===== config.mk =====
export PLATFORM = sky130hd
export DESIGN_NAME = fpm_menu
export DESIGN_NICKNAME = d
export VERILOG_FILES = /design/src/logic/fpm_menu.v /design/src/logic/fpm_edge.v /design/src/logic/fpm_idle_timer.v
export VERILOG_INCLUDE_DIRS = /design/src /design/src/logic
export SDC_FILE = /design/constraint.sdc
export NUM_CORES = 1
export LEC_CHECK = 0
export BUFFER_PORTS_ARGS = -buffer_cell sky130_fd_sc_hd__buf_2
export CAP_MARGIN = 20
export CORE_MARGIN = 1
export CORE_UTILIZATION = 40
export CTS_CLUSTER_SIZE = 30
export DETAILED_ROUTE_END_ITERATION = 16
export GPL_TIMING_DRIVEN = 0
export MAX_ROUTING_LAYER = met4
export SYNTH_ARGS = -nofsm -noshare
export SYNTH_HDL_FRONTEND = slang
export SYNTH_SLANG_ARGS = --single-unit

===== constraint.sdc =====
create_clock -name clk -period 3.4 [get_ports clk]
set_input_delay 0.85 -clock clk [delete_from_list [all_inputs] [get_ports clk]]
set_output_delay 0.85 -clock clk [all_outputs]
set_load 0.1 [all_outputs]

===== src/logic/fpm_consts.vh =====
// Purpose: shared constants of the front panel menu controller
// Assumes: 50 MHz clock, 32-bit register words at byte offsets
// Notes:   definitions only
`ifndef FPM_CONSTS_VH
`define FPM_CONSTS_VH

// register byte offsets
`define FPM_REG_STATUS    8'h00
`define FPM_REG_MASK      8'h04
`define FPM_REG_LIVE      8'h08
`define FPM_REG_SAVED     8'h0C
`define FPM_REG_UI        8'h10

// status and mask bit positions
`define FPM_ST_LOCKLOSS   0
`define FPM_ST_TIMEOUT    1
`define FPM_ST_SAVED      2
`define FPM_ST_W          3

// settings word field positions
`define FPM_F_UPG_LSB     0
`define FPM_F_DNG_LSB     8
`define FPM_F_MUTE        16
`define FPM_F_REF         17
`define FPM_F_REMOTE      18

// gain limits in dB
`define FPM_UPG_MIN       6'h00
`define FPM_UPG_MAX       6'h1E
`define FPM_DNG_MIN       6'h1E
`define FPM_DNG_MAX       6'h32
`define FPM_STEP_FINE     6'h01
`define FPM_STEP_COARSE   6'h0A

// menu numbers, the save prompt follows the last
`define FPM_MENU_UPG      3'h1
`define FPM_MENU_DNG      3'h2
`define FPM_MENU_MUTE     3'h3
`define FPM_MENU_REF      3'h4
`define FPM_MENU_REMOTE   3'h5

// reset values
`define FPM_MASK_RST      3'h0

// idle timeout
`define FPM_CLK_HZ        50000000
`define FPM_IDLE_TIME_S   30
`define FPM_IDLE_CYCLES   (`FPM_IDLE_TIME_S * `FPM_CLK_HZ)

`endif


===== src/logic/fpm_menu.v =====
// Purpose: front panel menu controller, session, edits, save prompt
// Assumes: switch levels synchronous to clk, retained store outside
// Notes:   live settings drive the path, saved ones go to the store
`timescale 1ns/10ps
`default_nettype none
`include "fpm_consts.vh"

// Contract
// - edits happen only in a session opened by an execute press, closed by execute or idle timeout
// - horizontal rocker moves the cursor one place left or right
// - vertical rocker raises or lowers the digit under the cursor
// - vertical rocker toggles an on/off item in either direction
// - thirty idle seconds end the session and restore prior settings
// - gain edits apply at once, stored only on Yes
// - execute on return item or after last item goes to save prompt
// - Yes commits all edits, No restores all prior values
// - resolving save prompt returns to the normal display
// - up gain adjusts in 1 dB steps in its menu
// - down gain steps 1 or 10 dB by cursor digit
// - down gain spans 30 to 50 dB
// - execute advances through the menus in fixed order to save prompt
// - alarm whenever any oscillator loop is out of lock
// - committed settings survive power loss and reload at power-up
module fpm_menu
#(
  parameter N_PLL       = 3,
  parameter IDLE_CYCLES = `FPM_IDLE_CYCLES
)
(
  // clock and reset
  input  wire             clk,
  input  wire             resetn,
  // panel switches, high while pressed
  input  wire             sw_exec,
  input  wire             sw_left,
  input  wire             sw_right,
  input  wire             sw_up,
  input  wire             sw_down,
  // loop lock indications, high when locked
  input  wire [N_PLL-1:0] pll_lock,
  // retained store contents at power-up
  input  wire [5:0]       nv_up_gain,
  input  wire [5:0]       nv_dn_gain,
  input  wire             nv_up_mute,
  input  wire             nv_ref_ext,
  input  wire             nv_remote,
  // retained store write
  output reg              nv_wr_q,
  output reg  [5:0]       sv_up_gain_q,
  output reg  [5:0]       sv_dn_gain_q,
  output reg              sv_up_mute_q,
  output reg              sv_ref_ext_q,
  output reg              sv_remote_q,
  // live settings to the signal path
  output reg  [5:0]       up_gain_q,
  output reg  [5:0]       dn_gain_q,
  output reg              up_mute_q,
  output reg              ref_ext_q,
  output reg              remote_q,
  // display state
  output reg  [1:0]       disp_state_q,
  output reg  [2:0]       disp_menu_q,
  output reg  [1:0]       disp_cursor_q,
  // alarm and interrupt
  output reg              alarm_q,
  output reg              irq_q,
  // register port
  input  wire [7:0]       reg_addr,
  input  wire [31:0]      reg_wdata,
  input  wire             reg_wr,
  input  wire             reg_rd,
  output reg  [31:0]      reg_rdata_q
);

  localparam [1:0] ST_BOOT = 2'h0;
  localparam [1:0] ST_NORM = 2'h1;
  localparam [1:0] ST_EDIT = 2'h2;
  localparam [1:0] ST_SAVE = 2'h3;

  localparam [1:0] CUR_YES = 2'h0;

  // press pulses
  wire [4:0] press;
  wire       p_exec  = press[0];
  wire       p_left  = press[1];
  wire       p_right = press[2];
  wire       p_up    = press[3];
  wire       p_down  = press[4];
  wire       active  = |press;
  wire       expire;

  fpm_edge
  #(
    .N (5)
  )
  u_edge
  (
    .clk    (clk),
    .resetn (resetn),
    .lvl    ({sw_down, sw_up, sw_right, sw_left, sw_exec}),
    .press  (press)
  );

  fpm_idle_timer
  #(
    .CYCLES (IDLE_CYCLES)
  )
  u_idle
  (
    .clk      (clk),
    .resetn   (resetn),
    .run      (disp_state_q == ST_EDIT || disp_state_q == ST_SAVE),
    .kick     (active),
    .expire_q (expire)
  );

  // highest cursor position, which is the return item
  function [1:0] cur_last;
    input [2:0] menu;
    begin
      if (menu == `FPM_MENU_DNG)
        cur_last = 2'h2;
      else
        cur_last = 2'h1;
    end
  endfunction

  // saturating gain step
  function [5:0] gain_step;
    input [5:0] g;
    input [5:0] step;
    input       up;
    input [5:0] lo;
    input [5:0] hi;
    begin
      if (up)
        gain_step = (g + step > hi) ? hi : g + step;
      else
        gain_step = (g < lo + step) ? lo : g - step;
    end
  endfunction

  wire at_return = (disp_cursor_q == cur_last(disp_menu_q));
  wire vert      = p_up | p_down;
  // down gain cursor 0 is the tens digit
  wire [5:0] dn_step = (disp_cursor_q == 2'h0) ? `FPM_STEP_COARSE : `FPM_STEP_FINE;

  // session state machine and settings
  always @(posedge clk)
  begin
    if (!resetn)
    begin
      disp_state_q  <= ST_BOOT;
      disp_menu_q   <= 3'h0;
      disp_cursor_q <= 2'h0;
      nv_wr_q       <= 1'b0;
      up_gain_q     <= `FPM_UPG_MIN;
      dn_gain_q     <= `FPM_DNG_MIN;
      up_mute_q     <= 1'b0;
      ref_ext_q     <= 1'b0;
      remote_q      <= 1'b0;
      sv_up_gain_q  <= `FPM_UPG_MIN;
      sv_dn_gain_q  <= `FPM_DNG_MIN;
      sv_up_mute_q  <= 1'b0;
      sv_ref_ext_q  <= 1'b0;
      sv_remote_q   <= 1'b0;
    end
    else
    begin
      nv_wr_q <= 1'b0;
      case (disp_state_q)
        ST_BOOT:
        begin
          // retained settings caught after reset release, clamped
          sv_up_gain_q <= (nv_up_gain > `FPM_UPG_MAX) ? `FPM_UPG_MAX : nv_up_gain;
          sv_dn_gain_q <= (nv_dn_gain < `FPM_DNG_MIN) ? `FPM_DNG_MIN :
                          (nv_dn_gain > `FPM_DNG_MAX) ? `FPM_DNG_MAX : nv_dn_gain;
          sv_up_mute_q <= nv_up_mute;
          sv_ref_ext_q <= nv_ref_ext;
          sv_remote_q  <= nv_remote;
          up_gain_q    <= (nv_up_gain > `FPM_UPG_MAX) ? `FPM_UPG_MAX : nv_up_gain;
          dn_gain_q    <= (nv_dn_gain < `FPM_DNG_MIN) ? `FPM_DNG_MIN :
                          (nv_dn_gain > `FPM_DNG_MAX) ? `FPM_DNG_MAX : nv_dn_gain;
          up_mute_q    <= nv_up_mute;
          ref_ext_q    <= nv_ref_ext;
          remote_q     <= nv_remote;
          disp_state_q <= ST_NORM;
        end
        ST_NORM:
        begin
          if (p_exec)
          begin
            disp_state_q  <= ST_EDIT;
            disp_menu_q   <= `FPM_MENU_UPG;
            disp_cursor_q <= 2'h0;
          end
        end
        ST_EDIT:
        begin
          if (expire)
          begin
            // abandon: live values fall back to the saved ones
            up_gain_q    <= sv_up_gain_q;
            dn_gain_q    <= sv_dn_gain_q;
            up_mute_q    <= sv_up_mute_q;
            ref_ext_q    <= sv_ref_ext_q;
            remote_q     <= sv_remote_q;
            disp_state_q <= ST_NORM;
            disp_menu_q  <= 3'h0;
          end
          else if (p_exec)
          begin
            disp_cursor_q <= 2'h0;
            if (at_return || disp_menu_q == `FPM_MENU_REMOTE)
            begin
              disp_state_q  <= ST_SAVE;
              disp_menu_q   <= 3'h6;
              disp_cursor_q <= CUR_YES;
            end
            else
              disp_menu_q <= disp_menu_q + 3'h1;
          end
          else if (p_left)
          begin
            if (disp_cursor_q != 2'h0)
              disp_cursor_q <= disp_cursor_q - 2'h1;
          end
          else if (p_right)
          begin
            if (!at_return)
              disp_cursor_q <= disp_cursor_q + 2'h1;
          end
          else if (vert && !at_return)
          begin
            // edits hit the live path at once, storage waits for Yes
            case (disp_menu_q)
              `FPM_MENU_UPG:
                up_gain_q <= gain_step(up_gain_q, `FPM_STEP_FINE, p_up,
                                       `FPM_UPG_MIN, `FPM_UPG_MAX);
              `FPM_MENU_DNG:
                dn_gain_q <= gain_step(dn_gain_q, dn_step, p_up,
                                       `FPM_DNG_MIN, `FPM_DNG_MAX);
              `FPM_MENU_MUTE:
                up_mute_q <= ~up_mute_q;
              `FPM_MENU_REF:
                ref_ext_q <= ~ref_ext_q;
              `FPM_MENU_REMOTE:
                remote_q  <= ~remote_q;
              default:
                up_mute_q <= up_mute_q;
            endcase
          end
        end
        ST_SAVE:
        begin
          if (expire || p_exec)
          begin
            disp_state_q  <= ST_NORM;
            disp_menu_q   <= 3'h0;
            disp_cursor_q <= 2'h0;
            if (p_exec && !expire && disp_cursor_q == CUR_YES)
            begin
              sv_up_gain_q <= up_gain_q;
              sv_dn_gain_q <= dn_gain_q;
              sv_up_mute_q <= up_mute_q;
              sv_ref_ext_q <= ref_ext_q;
              sv_remote_q  <= remote_q;
              nv_wr_q      <= 1'b1;
            end
            else
            begin
              up_gain_q <= sv_up_gain_q;
              dn_gain_q <= sv_dn_gain_q;
              up_mute_q <= sv_up_mute_q;
              ref_ext_q <= sv_ref_ext_q;
              remote_q  <= sv_remote_q;
            end
          end
          else if (p_left)
            disp_cursor_q <= 2'h0;
          else if (p_right)
            disp_cursor_q <= 2'h1;
        end
        default:
          disp_state_q <= ST_BOOT;
      endcase
    end
  end

  // alarm, events and interrupt
  wire       lock_lost = ~&pll_lock;
  reg  [2:0] status_q;
  reg  [2:0] mask_q;
  wire [2:0] ev;
  wire [2:0] clr;

  assign ev[`FPM_ST_LOCKLOSS] = lock_lost & ~alarm_q;
  assign ev[`FPM_ST_TIMEOUT]  = expire;
  assign ev[`FPM_ST_SAVED]    = nv_wr_q;
  assign clr = (reg_wr && reg_addr == `FPM_REG_STATUS) ? reg_wdata[2:0] : 3'h0;

  always @(posedge clk)
  begin
    if (!resetn)
    begin
      alarm_q  <= 1'b0;
      status_q <= 3'h0;
      mask_q   <= `FPM_MASK_RST;
      irq_q    <= 1'b0;
    end
    else
    begin
      alarm_q  <= lock_lost;
      // a new event beats a clear in the same cycle
      status_q <= (status_q & ~clr) | ev;
      if (reg_wr && reg_addr == `FPM_REG_MASK)
        mask_q <= reg_wdata[2:0];
      irq_q    <= |(((status_q & ~clr) | ev) & mask_q);
    end
  end

  // register read, answer stands in the following cycle only
  wire [31:0] live_word  = {13'h0, remote_q, ref_ext_q, up_mute_q,
                            2'h0, dn_gain_q, 2'h0, up_gain_q};
  wire [31:0] saved_word = {13'h0, sv_remote_q, sv_ref_ext_q, sv_up_mute_q,
                            2'h0, sv_dn_gain_q, 2'h0, sv_up_gain_q};
  wire [31:0] ui_word;

  generate
    if (N_PLL < 16)
    begin : g_ui_pad
      assign ui_word = {{(16 - N_PLL){1'b0}}, pll_lock, 7'h0, alarm_q,
                        1'b0, disp_menu_q, disp_cursor_q, disp_state_q};
    end
    else
    begin : g_ui_cut
      assign ui_word = {pll_lock[15:0], 7'h0, alarm_q,
                        1'b0, disp_menu_q, disp_cursor_q, disp_state_q};
    end
  endgenerate

  always @(posedge clk)
  begin
    if (!resetn)
      reg_rdata_q <= 32'h0;
    else if (reg_rd)
    begin
      case (reg_addr)
        `FPM_REG_STATUS: reg_rdata_q <= {29'h0, status_q};
        `FPM_REG_MASK:   reg_rdata_q <= {29'h0, mask_q};
        `FPM_REG_LIVE:   reg_rdata_q <= live_word;
        `FPM_REG_SAVED:  reg_rdata_q <= saved_word;
        `FPM_REG_UI:     reg_rdata_q <= ui_word;
        default:         reg_rdata_q <= 32'h0;
      endcase
    end
    else
      reg_rdata_q <= 32'h0;
  end

endmodule // fpm_menu
`default_nettype wire


===== src/logic/fpm_edge.v =====
// Purpose: one-cycle press pulses from the panel switch levels
// Assumes: switch levels already debounced and synchronous to clk
// Notes:   a held switch gives one pulse only
`timescale 1ns/10ps
`default_nettype none
module fpm_edge
#(
  parameter N = 5
)
(
  // clock and reset
  input  wire         clk,
  input  wire         resetn,
  // switch levels in, press pulses out
  input  wire [N-1:0] lvl,
  output wire [N-1:0] press
);

  reg [N-1:0] lvl_q;

  genvar i;
  generate
    for (i = 0; i < N; i = i + 1)
    begin : g_edge
      always @(posedge clk)
      begin
        if (!resetn)
          lvl_q[i] <= 1'b0;
        else
          lvl_q[i] <= lvl[i];
      end
      assign press[i] = lvl[i] & ~lvl_q[i];
    end
  endgenerate

endmodule // fpm_edge
`default_nettype wire


===== src/logic/fpm_idle_timer.v =====
// Purpose: idle timeout for an open edit session
// Assumes: kick is high for one cycle on any switch activity
// Notes:   counter held clear while the session is closed
`timescale 1ns/10ps
`default_nettype none
module fpm_idle_timer
#(
  parameter CYCLES = 1500000000
)
(
  // clock and reset
  input  wire clk,
  input  wire resetn,
  // control
  input  wire run,
  input  wire kick,
  output reg  expire_q
);

  localparam [31:0] LAST = CYCLES - 1;

  reg [31:0] cnt_q;

  always @(posedge clk)
  begin
    if (!resetn || !run || kick)
    begin
      cnt_q    <= 32'h0;
      expire_q <= 1'b0;
    end
    else if (cnt_q == LAST)
    begin
      cnt_q    <= 32'h0;
      expire_q <= 1'b1;
    end
    else
    begin
      cnt_q    <= cnt_q + 32'h1;
      expire_q <= 1'b0;
    end
  end

endmodule // fpm_idle_timer
`default_nettype wire


# [Word level (Yosys, flattened, before mapping)]
# Cells that the tools add are included.
# Widths: inputs -> output; s select.
[word_totals] out_inout_bits=72 register_bits=116 in_bits=67
[classes] bitwise=20 n_reduce_logical=37 mux=88 addsub=9 n_eq_ne=32 order_cmp=7
[ops] op="$mux 6" count=25
[ops] op="$pmux 19 s5" count=1
[ops] op="$reduce_and 7->1" count=6
[ops] op="$pmux 6 s3" count=2
[ops] op="$add 32x1->32 const B" count=1
[ops] op="$eq 32x31->1 const B" count=1
[ops] op="$mux 2" count=16
[ops] op="$mux 1" count=26
[ops] op="$pmux 6 s2" count=2
[ops] op="$ne 3x1->1 const B" count=7
[ops] op="$mux 3" count=6
[ops] op="$eq 8x4->1 const B" count=2
[ops] op="$gt 6x5->1 const B" count=2
[ops] op="$gt 6x6->1 const B" count=2
[ops] op="$ne 3x2->1 const B" count=4
[ops] op="$not 1->1" count=9
[ops] op="$pmux 1 s3" count=3
[ops] op="$pmux 3 s3" count=1
[ops] op="$eq 8x3->1 const B" count=1
[ops] op="$eq 8x5->1 const B" count=1
[ops] op="$logic_not 8->1" count=1
[ops] op="$ne 4x3->1 const B" count=2
[ops] op="$ne 4x4->1 const B" count=2
[ops] op="$pmux 2 s4" count=1
[ops] op="39 further kinds" count=69

# [Depth between registers and ports, before layout]
# Gate-level depths: netlist of run 1.
[logic_depth] depth_word=13 depth_mapped=13 ltp_nobuf=11

# [Hierarchy]
# A second synthesis of run 1 with hierarchy kept.
[hier_totals] hier_cells=746 hier_area_um2=6127.1
[modules_own_cells] mod="fpm_menu" area_each_um2=4374.2 seq_area_each_um2=1241.2 cells_each=551 n_inst=1
[modules_own_cells] mod="fpm_idle_timer" area_each_um2=1590.3 seq_area_each_um2=660.6 cells_each=180 n_inst=1
[modules_own_cells] mod="fpm_edge" area_each_um2=162.7 seq_area_each_um2=100.1 cells_each=15 n_inst=1

# [Least setup slack after synthesis of run 1]
# Ideal clock, no wire load.
[synth_timing] path_type="reg-to-reg" start="register disp_cursor_q[0]" end="register dn_gain_q[4]" stages_incl_launch_ff=14 slack_ps=115 synth_period_minus_slack_ps=3285 t_arrival_ps=3206 n_path_buf=2 t_required_ps=3321 setup_ps=79 path_cell_list="dfxtp_1 buf_6 nor2_1 buf_2 inv_1 ha_1 inv_1 fa_1 o21ai_0 a211o_1 a221oi_1 a2111oi_0 o211ai_1 o211ai_1"
[synth_via] elab_chain_cells=13 word_cells_on_any_way=25 classes_between="add/sub: 3; order compare: 2; eq/ne: 2; mux: 13; reduce/logical: 5"
[synth_rtl] element="start: declaration" line="fpm_menu.v:63" source="output reg [1:0] disp_cursor_q,"
[synth_rtl] element="start signal: assignment" line="fpm_menu.v:226" source="disp_cursor_q <= disp_cursor_q - 2'h1;"
[synth_rtl] element="start signal: assignment" line="fpm_menu.v:231" source="disp_cursor_q <= disp_cursor_q + 2'h1;"
[synth_rtl] element="$logic_not 2->1" line="fpm_menu.v:146, fpm_menu.v:261"
[synth_rtl] element="$mux 4 (no line)"
[synth_rtl] element="$add 6x4->6 / $add 5x4->6 (equally long branches)" line="fpm_menu.v:137, fpm_menu.v:139"
[synth_rtl] element="$gt 6x6->1 / $lt 6x6->1 (equally long branches)" line="fpm_menu.v:137, fpm_menu.v:139"
[synth_rtl] element="$mux 6, on equally long branches" line="fpm_menu.v:137, fpm_menu.v:139"
[synth_rtl] element="$mux 6" line="fpm_menu.v:136" source="if (up)"
[synth_rtl] element="$mux 6" line="fpm_menu.v:236" source="case (disp_menu_q)"
[synth_rtl] element="$mux 6" line="fpm_menu.v:233" source="else if (vert && !at_return)"
[synth_rtl] element="$mux 6" line="fpm_menu.v:228" source="else if (p_right)"
[synth_rtl] element="$mux 6" line="fpm_menu.v:223" source="else if (p_left)"
[synth_rtl] element="$mux 6" line="fpm_menu.v:211" source="else if (p_exec)"
[synth_rtl] element="$mux 6" line="fpm_menu.v:200" source="if (expire)"
[synth_rtl] element="$pmux 6 s3" line="fpm_menu.v:171" source="case (disp_state_q)"
[synth_rtl] element="end signal: assignment" line="fpm_menu.v:182" source="dn_gain_q <= (nv_dn_gain < `FPM_DNG_MIN) ? `FPM_DNG_MIN :"
[synth_rtl] element="end signal: assignment" line="fpm_menu.v:204" source="dn_gain_q <= sv_dn_gain_q;"
[synth_rtl] element="end signal: assignment" line="fpm_menu.v:241" source="dn_gain_q <= gain_step(dn_gain_q, dn_step, p_up,"
[synth_rtl] element="end: declaration" line="fpm_menu.v:56" source="output reg [5:0] dn_gain_q,"
# Parallel ways exist; a longest one is shown, timed or not. The select of a mux whose other input is x is not followed.
# A chain may end at the register's enable or synchronous reset.

# [Worst setup path in the final report of run 1]
# Same ends and word-level chain as after synthesis.

==> results.md, run 1 <==
- Syn Area/Cell: 8.08 um^2
- Flop-to-flop setup slack: 0.27 ns
- Critical setup path kind: flop to flop
- Layout cell share with drive strength beyond 1: between 10% and 20%
- Synth Area in Adders: ~4.5%
- Maximum single-stage delay on the critical path: between 0.3 and 0.4 ns
- Clock Tree Buf Depth: 2
- Maximum number of pins on one net before global-route repair: 18
- Final-report setup violation count: 0
- Buffers inserted by post-CTS timing repair: 0
- Register-to-Register Path Depth: 12
- Clock latency on the worst-skew pair: between 0.3 and 0.4 ns
- Post-synthesis share of cell area spent on xor and xnor gates: around 5.9%
- CTS tree: yes
- Final number of hold-violating endpoints: 0
- Max-slew violation total from the final report: 0
- Status: finished, final reports clean
- Floorplan row count: 44
- Post-synthesis share of cell area spent on and, or, nand and nor gates: 24.5%
- Io pins: approximately 140
- Core Box Area: around 15000 um^2
- Reported leakage power: about 2.8 nW
- Non-filler cells, final: 1045
- Most frequent cell after synthesis: sky130_fd_sc_hd__dfxtp_1
- Hold Path Class: flop to flop
- Unrepaired setup endpoints after global routing: false
- Fin crit share: between 90% and 100%
- Footprint of the multi-input gates: between 3000 and 4000 um^2
- Height of the chip: 124 um
- Achievable clock frequency: approximately 320 MHz
- Clk sinks: 100
- Drt initial violations: 632
- Routability congestion estimate from global placement: 0.917
- Unique cell type count in the Yosys netlist: 82
- Multiplexer area fraction after synthesis: between 2 and 2.5%
- Total number of nets in the final design: approximately 940
- Portion of the post-synthesis area used by sequential elements: 33.6%
- Final core utilization: between 40% and 50%
- Number of synthesized flops with an enable pin: 0
- Sum of overflow across all layers after global routing: 0
- Critical Path RT: roughly 3.6 ns
- DIE WIDTH: around 120 um
- Number of global-route vias before repair: 5735
- Worst path cell trace: buf_6 > nor2_1 > buf_2 > inv_1 > ha_1 > clkbuf_1 > o21ai_0 > a211o_1 > a221oi_1 > a2111oi_0 > o211ai_1 > o211ai_1
- Number of max-cap violations: 0
- Post-detailed-routing wire length: about 19 mm
- Critical Path Start Type: flop
- Global-route wire length before repair: between 20 and 30 mm
- WHS Path Cells: 2
- Sum of net half-perimeters after detailed placement: 14.4 mm
- Cell count after placement: around 1000
- Instance count of the mapped netlist: between 700 and 800
- Worst ir drop on vdd: a little over 0.3 mV
- Routed len/inst: roughly 18 um
- Most frequent CP cell: sky130_fd_sc_hd__o211ai_1
- Number of DRC violations after detailed routing: 0
- Top cell types by occurrence after synthesis: sky130_fd_sc_hd__dfxtp_1, sky130_fd_sc_hd__nor2_1, sky130_fd_sc_hd__nand2_1, sky130_fd_sc_hd__a21oi_1, sky130_fd_sc_hd__clkbuf_1
- Number of buffers inserted by hold repair at cts: 0
- Element type at the critical path end: flop
- Clock period minus worst slack: ~3.1 ns
- Cell at the slowest stage of the critical path: sky130_fd_sc_hd__dfxtp_1
- CTS clock-pin slew for the worst setup and hold paths: ~0.07 ns
- Initial core utilization: roughly two fifths
- Maximum clock skew at final layout: 0.00364 ns
- Final setup TNS: 0 ns
- Layout area overhead: 17.5%
- Startpoint of the lowest-slack hold path: mask_q[2]$_SDFFE_PN0P_
- Share of async-settable or async-resettable flops after synthesis: 0%
- Number of diodes: 0
- Headroom to the max-slew limit: 41.5%
- Die Area: roughly 15000 um^2
- Highest fanout seen on the critical path: 10
- Gr usage total: between 20 and 30%
- Top-area cell type share of the netlist area: between 30% and 40%
- CTS Buf Count: 9
- Dpl cell area: about 6700 um^2
- Share of the synthesized area in compound gates (AO/OA/AOI/OAI): around 22%
- Port-buffer cells: a little over 90
- Pwr Density: 655 nW/um^2
- Clock Tree Root: sky130_fd_sc_hd__clkbuf_16
- Crit path DAT: between 3 and 4 ns
- Number of H-tree branching levels: 3
- Total power after layout: 0.00459 W
- Register area: ~2000 um^2
- Detailed-route via count: around 6000
- Register bit count reported by yosys: 100
- Top FF cell, synth: sky130_fd_sc_hd__dfxtp_1
- Warning count from the yosys run: 0
- Summed instance area of the synthesized netlist: slightly below 6000 um^2
- Cell accounting for the most synthesized area: sky130_fd_sc_hd__dfxtp_1
- Transition at the pin with the smallest max-transition slack: approximately 0.88 ns
- Main combinational cell family by area after synthesis: simple AND/OR/NAND/NOR gates
- Count of TritonRoute iterations in the first routing pass: 6
- Top area cells in the synthesized netlist: sky130_fd_sc_hd__dfxtp_1, sky130_fd_sc_hd__nor2_1, sky130_fd_sc_hd__ha_1
- Detailed-route vias per instance: 5.83
- Fill cell total of the finished layout: between 1000 and 1500
- Final non-filler cell area: between 7000 and 8000 um^2
- Antenna viol nets, final: 0
- Min-Delay Endpoint: mask_q[2]$_SDFFE_PN0P_
- Startpoint of the worst-slack reg-to-reg timing path: disp_cursor_q[0]$_SDFFE_PN0P_
- Terminus of the critical flop-to-flop path: dn_gain_q[4]$_SDFFE_PN1P_
- Initial antenna violation count: 0
[layout by cell type, fill, tap and decap left out, types with 4 or more instances in the layout]
| cell | n |
|---|---|
| sky130_fd_sc_hd__ha_1 | 20 |
| sky130_fd_sc_hd__nor2b_1 | 12 |
| sky130_fd_sc_hd__nand4_1 | 20 |
| sky130_fd_sc_hd__mux2i_1 | 8 |
| sky130_fd_sc_hd__a222oi_1 | 12 |
| sky130_fd_sc_hd__or3_1 | 7 |
| sky130_fd_sc_hd__conb_1 | 16 |
| sky130_fd_sc_hd__nor2_1 | 84 |
| sky130_fd_sc_hd__a22oi_1 | 13 |
| sky130_fd_sc_hd__buf_4 | 16 |
| sky130_fd_sc_hd__buf_2 | 101 |
| sky130_fd_sc_hd__and2_1 | 7 |
| sky130_fd_sc_hd__or2_2 | 4 |
| sky130_fd_sc_hd__o211ai_1 | 8 |
| sky130_fd_sc_hd__o22ai_1 | 6 |
| sky130_fd_sc_hd__xor2_1 | 23 |
| sky130_fd_sc_hd__nand2_1 | 53 |
| sky130_fd_sc_hd__nor4_1 | 4 |
| sky130_fd_sc_hd__and3_1 | 14 |
| sky130_fd_sc_hd__a21oi_1 | 46 |
| sky130_fd_sc_hd__dfxtp_1 | 99 |
| sky130_fd_sc_hd__a31oi_1 | 11 |
| sky130_fd_sc_hd__a311oi_1 | 4 |
| sky130_fd_sc_hd__inv_1 | 27 |
| sky130_fd_sc_hd__xnor2_1 | 17 |
| sky130_fd_sc_hd__nand2b_1 | 9 |
| sky130_fd_sc_hd__clkbuf_16 | 9 |
| sky130_fd_sc_hd__clkbuf_1 | 36 |
| sky130_fd_sc_hd__nor3_1 | 15 |
| sky130_fd_sc_hd__and4_1 | 6 |
| sky130_fd_sc_hd__a221oi_1 | 7 |
| sky130_fd_sc_hd__o21ai_0 | 32 |
| sky130_fd_sc_hd__o21a_1 | 4 |
| sky130_fd_sc_hd__nand3_1 | 25 |
[timing repair]
item                                    CTS  global route
endpoints found under the setup margin    0             1
endpoints found under the hold margin     0             0
resized for setup                         0             1
[layout make-up]
type / count / share of cell area, %
clock inverter: 5 / 0.643
buffer: 64 / 4.55
timing repair buffer: 92 / 6.57
clock buffer: 11 / 3.61
sequential: 100 / 28.6
inverter: 28 / 1.50
multi-input combinational: 561 / 51.3
tap: 184 / 3.29
[metal layers]
metal	global-route usage (%)	vias up	share of wire, %
met1	32.3	2890	44
met5	-	-	0
met4	11.6	0	2.8
met3	5.27	36	7.7
li1	-	2892	-
met2	40.1	274	45
[worst max-delay path by stage]
stage / start / endpoint / depth (start not counted) / slack [ns]
after floorplan: disp_cursor_q[0]$_SDFFE_PN0P_ / dn_gain_q[4]$_SDFFE_PN1P_ / 13 / 0.12
after global placement: disp_cursor_q[1]$_SDFFE_PN0P_ / dn_gain_q[4]$_SDFFE_PN1P_ / 12 / 0.18
after detailed placement: disp_cursor_q[1]$_SDFFE_PN0P_ / dn_gain_q[4]$_SDFFE_PN1P_ / 12 / 0.19
after CTS: disp_cursor_q[1]$_SDFFE_PN0P_ / dn_gain_q[4]$_SDFFE_PN1P_ / 12 / 0.18
after global routing: disp_cursor_q[0]$_SDFFE_PN0P_ / dn_gain_q[4]$_SDFFE_PN1P_ / 12 / 0.09
final: disp_cursor_q[0]$_SDFFE_PN0P_ / dn_gain_q[4]$_SDFFE_PN1P_ / 12 / 0.27
[state kept, by name, summed over array words and instances (netlist names), 5 cells and up]
| register | cells |
|---|---|
| up_gain_q | 6 |
| u_edge.lvl_q | 5 |
| dn_gain_q | 6 |
| sv_dn_gain_q | 6 |
| sv_up_gain_q | 6 |
| u_idle.cnt_q | 32 |
| reg_rdata_q | 16 |
[power breakdown]
part	total (W)	internal [W]	leakage (nW)	switching (W)
Clock	0.00104	0.000546	0.144	0.000496
Combinational	0.00207	0.000488	1.82	0.00158
Sequential	0.00148	0.00129	0.816	0.000195
Total	0.00459	0.00232	2.78	0.00227
[critical path: cells and delay by family, from the launching register on]
kind | cells | cell delay (ns)
adder cells (fa/ha/maj) | 1 | 0.31
AO/OA/AOI/OAI | 6 | 1.31
flip-flops | 1 | 0.32
buffers and inverters | 4 | 0.89
AND/OR/NAND/NOR | 1 | 0.13
[logic make-up (layout without fill, tap and decap cells)]
logic type,count (synthesis),after routing
AO/OA/AOI/OAI,191,191
XOR/XNOR,40,40
adder cells (fa/ha/maj),21,21
buffers and inverters,92,200
flip-flops,100,100
multiplexers,11,11
other,1,16
AND/OR/NAND/NOR,282,282
[metrics by stage]
step                worst slack, ns  hold WS, ns
floorplan                     0.115        0.431
global placement              0.182        0.466
detailed placement            0.186        0.473
CTS                           0.176        0.483
global route                 0.0915        0.508
finish                        0.272        0.485
No activity file was read; power rests on OpenSTA's default activity.
==> inputs of run 2 (changes only) <==
ABC_AREA = 1   (was not set)
CORE_MARGIN = 8   (was 1)
==> run 2 against run 1 <==
Compared with the run above:
- die area is 30% higher
- worst hold slack lost 0.020 ns
- clock power is 4% lower
- via count is 8.5% higher
- critical path depth increased by 3
==> results.md, run 2 <==
- Status: finished, final reports clean
- Syn Area/Cell: 6.52 um^2
- Share of the synthesized area in compound gates (AO/OA/AOI/OAI): approximately 18%
- Max-slew violation total from the final report: 0
- Met2 GRT Util: between 30 and 40%
- Reported leakage power: between 3 and 4 nW
- Clock Tree Buf Depth: 2
- Clock latency on the worst-skew pair: 0.36 ns
- Sum of net half-perimeters after detailed placement: approximately 16 mm
- Element type at the critical path end: flop
- Commonest cells after routing, fill and taps aside: sky130_fd_sc_hd__nand2_1, sky130_fd_sc_hd__inv_1, sky130_fd_sc_hd__buf_2, sky130_fd_sc_hd__dfxtp_1, sky130_fd_sc_hd__nor2_1
- Layout area overhead: 16.9%
- Warning count from the yosys run: 0
- Number of DRC violations after detailed routing: 0
- Most frequent CP cell: sky130_fd_sc_hd__nor2_1
- Unique cell type count in the Yosys netlist: 49
- Pwr Density: roughly 900 nW/um^2
- Detailed-route vias per instance: between 5 and 6
- Top FF cell, synth: sky130_fd_sc_hd__dfxtp_1
- Top area cells in the synthesized netlist: sky130_fd_sc_hd__dfxtp_1, sky130_fd_sc_hd__nand2_1, sky130_fd_sc_hd__inv_1
- Global-route wire length before repair: between 30 and 40 mm
- Maximum number of pins on one net before global-route repair: 18
- Gr usage total: 21.2%
- Cell at the slowest stage of the critical path: sky130_fd_sc_hd__dfxtp_1
- DIE WIDTH: between 100 and 150 um
- Met3 track utilization from global routing: under 10%
- Register bit count reported by yosys: 100
- Post-Place Worst Slack: about 0.84 ns
- Worst path cell trace: nor2_4 > inv_2 > ha_1 > inv_1 > fa_1 > nor2_1 > nor2_1 > nor2_1 > xor2_1 > nor2_1 > nand2_1 > o211ai_1 > nand3_1 > nand2_1 > nand2_1
- Synth Area in Adders: between 4 and 5%
- Number of max-cap violations: 0
- Clock period minus worst slack: approximately 2.6 ns
- Share of async-settable or async-resettable flops after synthesis: 0%
- Biggest register: u_idle.cnt_q
- Most frequent cell after synthesis: sky130_fd_sc_hd__nand2_1
- CP Buf/Inv Count: 2
- Hold Path Class: flop to flop
- Post-synthesis share of cell area spent on xor and xnor gates: under 10%
- Drt initial violations: roughly 590
- Most common cell after layout, fill and taps aside: sky130_fd_sc_hd__nand2_1
- Crit path DAT: ~2.8 ns
- Detailed-route via count: between 6000 and 7000
- Main combinational cell family by area after synthesis: simple AND/OR/NAND/NOR gates
- Number of buffers inserted by hold repair at cts: 0
- Headroom to the max-slew limit: a little under three fifths
- Io pins: 139
- Top-area cell type share of the netlist area: a little under a third
- Non-filler cells, final: around 1300
- Fill cell total of the finished layout: 1670
- Cell count after placement: about 1300
- Buffers inserted by post-CTS timing repair: 0
- Highest fanout seen on the critical path: 10
- Fin worst setup slack: ~0.82 ns
- Post-synthesis share of cell area spent on and, or, nand and nor gates: a little under a third
- Multiplexer area fraction after synthesis: 0%
- CTS Buf Count: 9
- Final core utilization: 47.2%
- Initial core utilization: around two fifths
- Initial antenna violation count: 0
- Final-report setup violation count: 0
- Flip-flop count of the largest register, all copies and words added: 32
- Critical setup path kind: flop to flop
- Layer with the highest usage: met2
- Total number of nets in the final design: between 1000 and 1500
- Portion of the post-synthesis area used by sequential elements: between 30% and 40%
- Top cell types by occurrence after synthesis: sky130_fd_sc_hd__nand2_1, sky130_fd_sc_hd__inv_1, sky130_fd_sc_hd__dfxtp_1, sky130_fd_sc_hd__nor2_1, sky130_fd_sc_hd__a21oi_1
- Antenna viol nets, final: 0
- Number of H-tree branching levels: 3
- Unrepaired setup endpoints after global routing: false
- Critical Path Start Type: flop
- Top Family by Delay on Critical Path: simple AND/OR/NAND/NOR gates
- Post-cts gate resize count: 0
- Die Area: 20100 um^2
- Achievable clock frequency: 388 MHz
- Global Route met1 Usage: 26.5%
- Floorplan row count: 46
- Transition at the pin with the smallest max-transition slack: ~0.65 ns
- Maximum clock skew at final layout: between 0.01 and 0.015 ns
- Summed instance area of the synthesized netlist: 6320 um^2
- Cell accounting for the most synthesized area: sky130_fd_sc_hd__dfxtp_1
- Port-buffer cells: 93
- Height of the chip: roughly 140 um
- Clock Tree Root: sky130_fd_sc_hd__clkbuf_16
- Fin crit share: between 70% and 80%
- Instance count of the mapped netlist: between 900 and 1000
- Post-detailed-routing wire length: slightly above 20 mm
- Number of synthesized flops with an enable pin: 0
- Maximum single-stage delay on the critical path: 0.61 ns
- Final number of hold-violating endpoints: 0
- Number of global-route vias before repair: 6183
- Final setup TNS: 0 ns
- Worst ir drop on vdd: roughly 0.59 mV
- Routability congestion estimate from global placement: around 0.92
- CTS clock-pin slew for the worst setup and hold paths: 0.07 ns
- Clk sinks: 100
- Number of diodes: 0
- Layout cell share with drive strength beyond 1: between 10% and 20%
- Count of TritonRoute iterations in the first routing pass: 6
- Sum of overflow across all layers after global routing: 0
- Core Box Area: approximately 16000 um^2
- Routed len/inst: ~16 um
- Regs by FF count: u_idle.cnt_q x32, reg_rdata_q x16
- CTS tree: yes
- Critical Path RT: 3.65 ns
-- run 2: cell count changes in the layout (fill, tap and decap cells not counted), moves of 12 or more --
cell                       delta
sky130_fd_sc_hd__nor2b_1     -12
sky130_fd_sc_hd__o21ai_1     +13
sky130_fd_sc_hd__xor2_1      -13
sky130_fd_sc_hd__a21oi_1     +35
sky130_fd_sc_hd__and3_1      -13
sky130_fd_sc_hd__o21ai_0     +28
sky130_fd_sc_hd__nand2_1    +159
sky130_fd_sc_hd__nand3_1     +26
sky130_fd_sc_hd__clkbuf_1    -24
sky130_fd_sc_hd__inv_1      +109
sky130_fd_sc_hd__xnor2_1     -14
sky130_fd_sc_hd__a222oi_1    -12
-- run 2: metrics by stage --
step	area [um^2]	hold slack, ns	power (W)
2_1_floorplan	6380	0.430	0.00477
3_3_place_gp	7120	0.444	0.00562
3_5_place_dp	7120	0.454	0.00561
4_1_cts	7390	0.471	0.00663
5_1_grt	7390	0.499	0.00708
6_report	7390	0.465	0.00664
-- run 2: report_power, final --
part	internal [W]	switching, W
Sequential	0.00136	0.000284
Combinational	0.000918	0.00307
Clock	0.000504	0.000500
-- run 2: layout make-up --
| cell class | instances | area, um^2 | share of cell area (%) |
|---|---|---|---|
| inverter | 150 | 563 | 7.62 |
| multi-input combinational | 695 | 3580 | 48.5 |
| timing repair buffer | 93 | 465 | 6.30 |
| clock buffer | 10 | 229 | 3.10 |
| sequential | 100 | 2000 | 27.1 |
| buffer | 40 | 234 | 3.16 |
| clock inverter | 6 | 47.5 | 0.643 |
| tap | 216 | 270 | 3.66 |
-- run 2: kinds of logic after synthesis --
kind of cell    count (synthesis)
flops                         100
compound gates                205
fa+ha+maj                      21
other cells                     1
xor+xnor                       13
buf+inv                       190
simple gates                  440
-- run 2: layer usage --
layer / part of all wire (%) / up-vias
met1: 45 / 2946
met4: 2.1 / 0
met2: 47 / 236
li1: - / 3394
met5: 0 / -
met3: 6.4 / 31
-- run 2: worst paths after layout --
kind         slack, ns                    endpoint  cells after the start                           from
max               0.82   dn_gain_q[4]$_SDFFE_PN1P_                     15  disp_cursor_q[0]$_SDFFE_PN0P_
min               0.47  u_idle.cnt_q[0]$_SDFF_PP0_                      1     u_idle.cnt_q[0]$_SDFF_PP0_
max reg2reg       0.82   dn_gain_q[4]$_SDFFE_PN1P_                     15  disp_cursor_q[0]$_SDFFE_PN0P_
min reg2reg       0.47  u_idle.cnt_q[0]$_SDFF_PP0_                      1     u_idle.cnt_q[0]$_SDFF_PP0_
==> inputs of run 3 (changes only) <==
ABC_AREA = 0   (was 1)
clock period = 2.6 ns   (was 3.4 ns; I/O delays follow)
==> run 3 against run 2 <==
Compared with the run above:
- count of clock-buffer cells in the layout fell by 1
- clock skew barely moved
- critical path depth decreased by 2
- global-route usage fell by 1.1 points
- die area fell by 5.1%
- maximum frequency rose by 0.63%
- flip-flop and latch count stayed put
- design area is 3.2% lower
- critical path type unchanged
- critical endpoint unchanged
- largest power group unchanged
==> results.md, run 3 (synthesis results as in run 1) <==
- Initial antenna violation count: 1
- Clock Tree Root: sky130_fd_sc_hd__clkbuf_16
- Clock Tree Buf Depth: 2
- Status: finished, final reports clean
- Count of TritonRoute iterations in the first routing pass: 6
- Number of DRC violations after detailed routing: 0
- Commonest cells after routing, fill and taps aside: sky130_fd_sc_hd__buf_2, sky130_fd_sc_hd__dfxtp_1, sky130_fd_sc_hd__nor2_1, sky130_fd_sc_hd__nand2_1, sky130_fd_sc_hd__a21oi_1
- Hold Path Class: flop to flop
- Die Area: about 19000 um^2
- Highest fanout seen on the critical path: 10
- Reported leakage power: between 2 and 3 nW
- Routed len/inst: ~19 um
- Detailed-route via count: slightly above 6000
- Total number of nets in the final design: between 900 and 1000
- Io pins: ~140
- Global-route wire length before repair: between 30 and 40 mm
- Achievable clock frequency: between 300 and 400 MHz
- Number of max-cap violations: 0
- Element type at the critical path end: flop
- Cell at the slowest stage of the critical path: sky130_fd_sc_hd__fa_1
- Core Box Area: roughly 15000 um^2
- DIE WIDTH: roughly 140 um
- Max-slew violation total from the final report: 0
- Clock period minus worst slack: 2.56 ns
- Gr usage total: 20.1%
- Maximum number of pins on one net before global-route repair: 17
- CTS Buf Count: 9
- Post-Place Worst Slack: -0.345 ns
- Floorplan row count: 44
- Headroom to the max-slew limit: between 40% and 50%
- Clock latency on the worst-skew pair: 0.35 ns
- CTS tree: yes
- Regs by FF count: u_idle.cnt_q x32, reg_rdata_q x16
- Sum of overflow across all layers after global routing: 0
- Port-buffer cells: between 90 and 100
- Layout cell share with drive strength beyond 1: between 20% and 30%
- Routability congestion estimate from global placement: just over 0.9
- Biggest register: u_idle.cnt_q
- CTS clock-pin slew for the worst setup and hold paths: about 0.07 ns
- Detailed-route vias per instance: ~5.8
- Register area: around 2000 um^2
- Flip-flop count of the largest register, all copies and words added: 32
- Worst path cell trace: buf_6 > nor2_4 > buf_6 > inv_4 > ha_2 > inv_1 > fa_1 > o21ai_2 > nand4_1 > a221oi_2 > a2111oi_2 > o211ai_1 > o211ai_1
- Maximum clock skew at final layout: a little under 0.01 ns
- Antenna viol nets, final: 0
- Fin worst setup slack: between 0.03 and 0.04 ns
- Unrepaired setup endpoints after global routing: true
- Most common cell after layout, fill and taps aside: sky130_fd_sc_hd__buf_2
- Clk sinks: 100
- Worst ir drop on vdd: between 0.3 and 0.4 mV
- Footprint of the multi-input gates: between 3000 and 4000 um^2
- Fin crit share: 98.6%
- Sum of net half-perimeters after detailed placement: between 10 and 15 mm
- Layout area overhead: 20.0%
- Transition at the pin with the smallest max-transition slack: about 0.76 ns
- Final-report setup violation count: 0
- Number of H-tree branching levels: 3
- Post-detailed-routing wire length: slightly below 20 mm
- Initial core utilization: 41.0%
- Critical Path Start Type: flop
- Final core utilization: between 40% and 50%
- Maximum single-stage delay on the critical path: around 0.40 ns
- Crit path DAT: 2.77 ns
- Final setup TNS: 0 ns
- Critical Path RT: approximately 2.8 ns
- Number of buffers inserted by hold repair at cts: 0
- Drt initial violations: between 600 and 700
- Critical setup path kind: flop to flop
- Final number of hold-violating endpoints: 0
- Height of the chip: approximately 140 um
- Number of global-route vias before repair: just under 6000
- Flop-to-flop setup slack: 0.04 ns
- Pwr Density: 840 nW/um^2
- Fill cell total of the finished layout: 1464
## run 3: cell types whose count changed in the layout (fill, tap and decap cells not counted), moves of 12 or more
cell and delta:
sky130_fd_sc_hd__a222oi_1 +12, sky130_fd_sc_hd__o21ai_0 -29, sky130_fd_sc_hd__xor2_1 +13, sky130_fd_sc_hd__inv_1 -110
sky130_fd_sc_hd__nand2_1 -159, sky130_fd_sc_hd__xnor2_1 +13, sky130_fd_sc_hd__nand3_1 -27, sky130_fd_sc_hd__o21ai_1 -13
sky130_fd_sc_hd__and3_1 +13, sky130_fd_sc_hd__a21oi_1 -39, sky130_fd_sc_hd__clkbuf_1 +20
## run 3: layout make-up
type	count	share of cell area (%)
Clock inverter	7	0.595
Clock buffer	9	3.15
Inverter	28	1.50
Sequential cell	100	28.2
Timing Repair Buffer	95	6.75
Multi-Input combinational cell	561	52.1
Buffer	62	4.48
Tap cell	184	3.22
Antenna cell	1	0.0350
## run 3: power by group
part	total, W	switching, W	internal, W
sequential	0.00196	0.000274	0.00169
clock	0.00123	0.000582	0.000643
combinational	0.00283	0.00213	0.000694
total	0.00601	0.00299	0.00303
## run 3: repair_timing
item	in CTS	in global routing
endpoints found under the setup margin	8	51
gates resized for setup	16	17
pin swaps	2	8
setup buffers	1	2
## run 3: per-layer routing
metal / routed length [um] / share of wire (%) / global-route usage, % / vias up
li1: - / - / - / 2897
met1: 8280 / 42 / 24.0 / 2854
met2: 9250 / 47 / 32.6 / 297
met3: 1580 / 8.1 / 4.62 / 47
met4: 495 / 2.5 / 6.92 / 0
met5: 0 / 0 / - / -
## run 3: critical path: cells and delay by family (launching register included)
family                   cells  cell delay (ns)
buffers and inverters        4             0.42
flip-flops                   1             0.35
AO/OA/AOI/OAI                5             0.85
AND/OR/NAND/NOR              2             0.19
adder cells (fa/ha/maj)      2             0.60
## run 3: per-stage QoR
step                      hold slack [ns]  total power, W  instances  area, um^2
after global placement              0.450         0.00462       1029        6730
after floorplan                     0.431         0.00406        753        6040
final                               0.479         0.00601       1047        7160
after CTS                           0.482         0.00593       1045        7070
after global routing                0.509         0.00626       1047        7160
after detailed placement            0.469         0.00465       1029        6730
## run 3: worst paths after layout
check,from,end,cells past startpoint
worst max-delay path,disp_cursor_q[0]$_SDFFE_PN0P_,dn_gain_q[4]$_SDFFE_PN1P_,13
worst min-delay path,mask_q[1]$_SDFFE_PN0P_,irq_q$_SDFF_PN0_,2
worst max register to register,disp_cursor_q[0]$_SDFFE_PN0P_,dn_gain_q[4]$_SDFFE_PN1P_,13
worst min register to register,mask_q[1]$_SDFFE_PN0P_,irq_q$_SDFF_PN0_,2
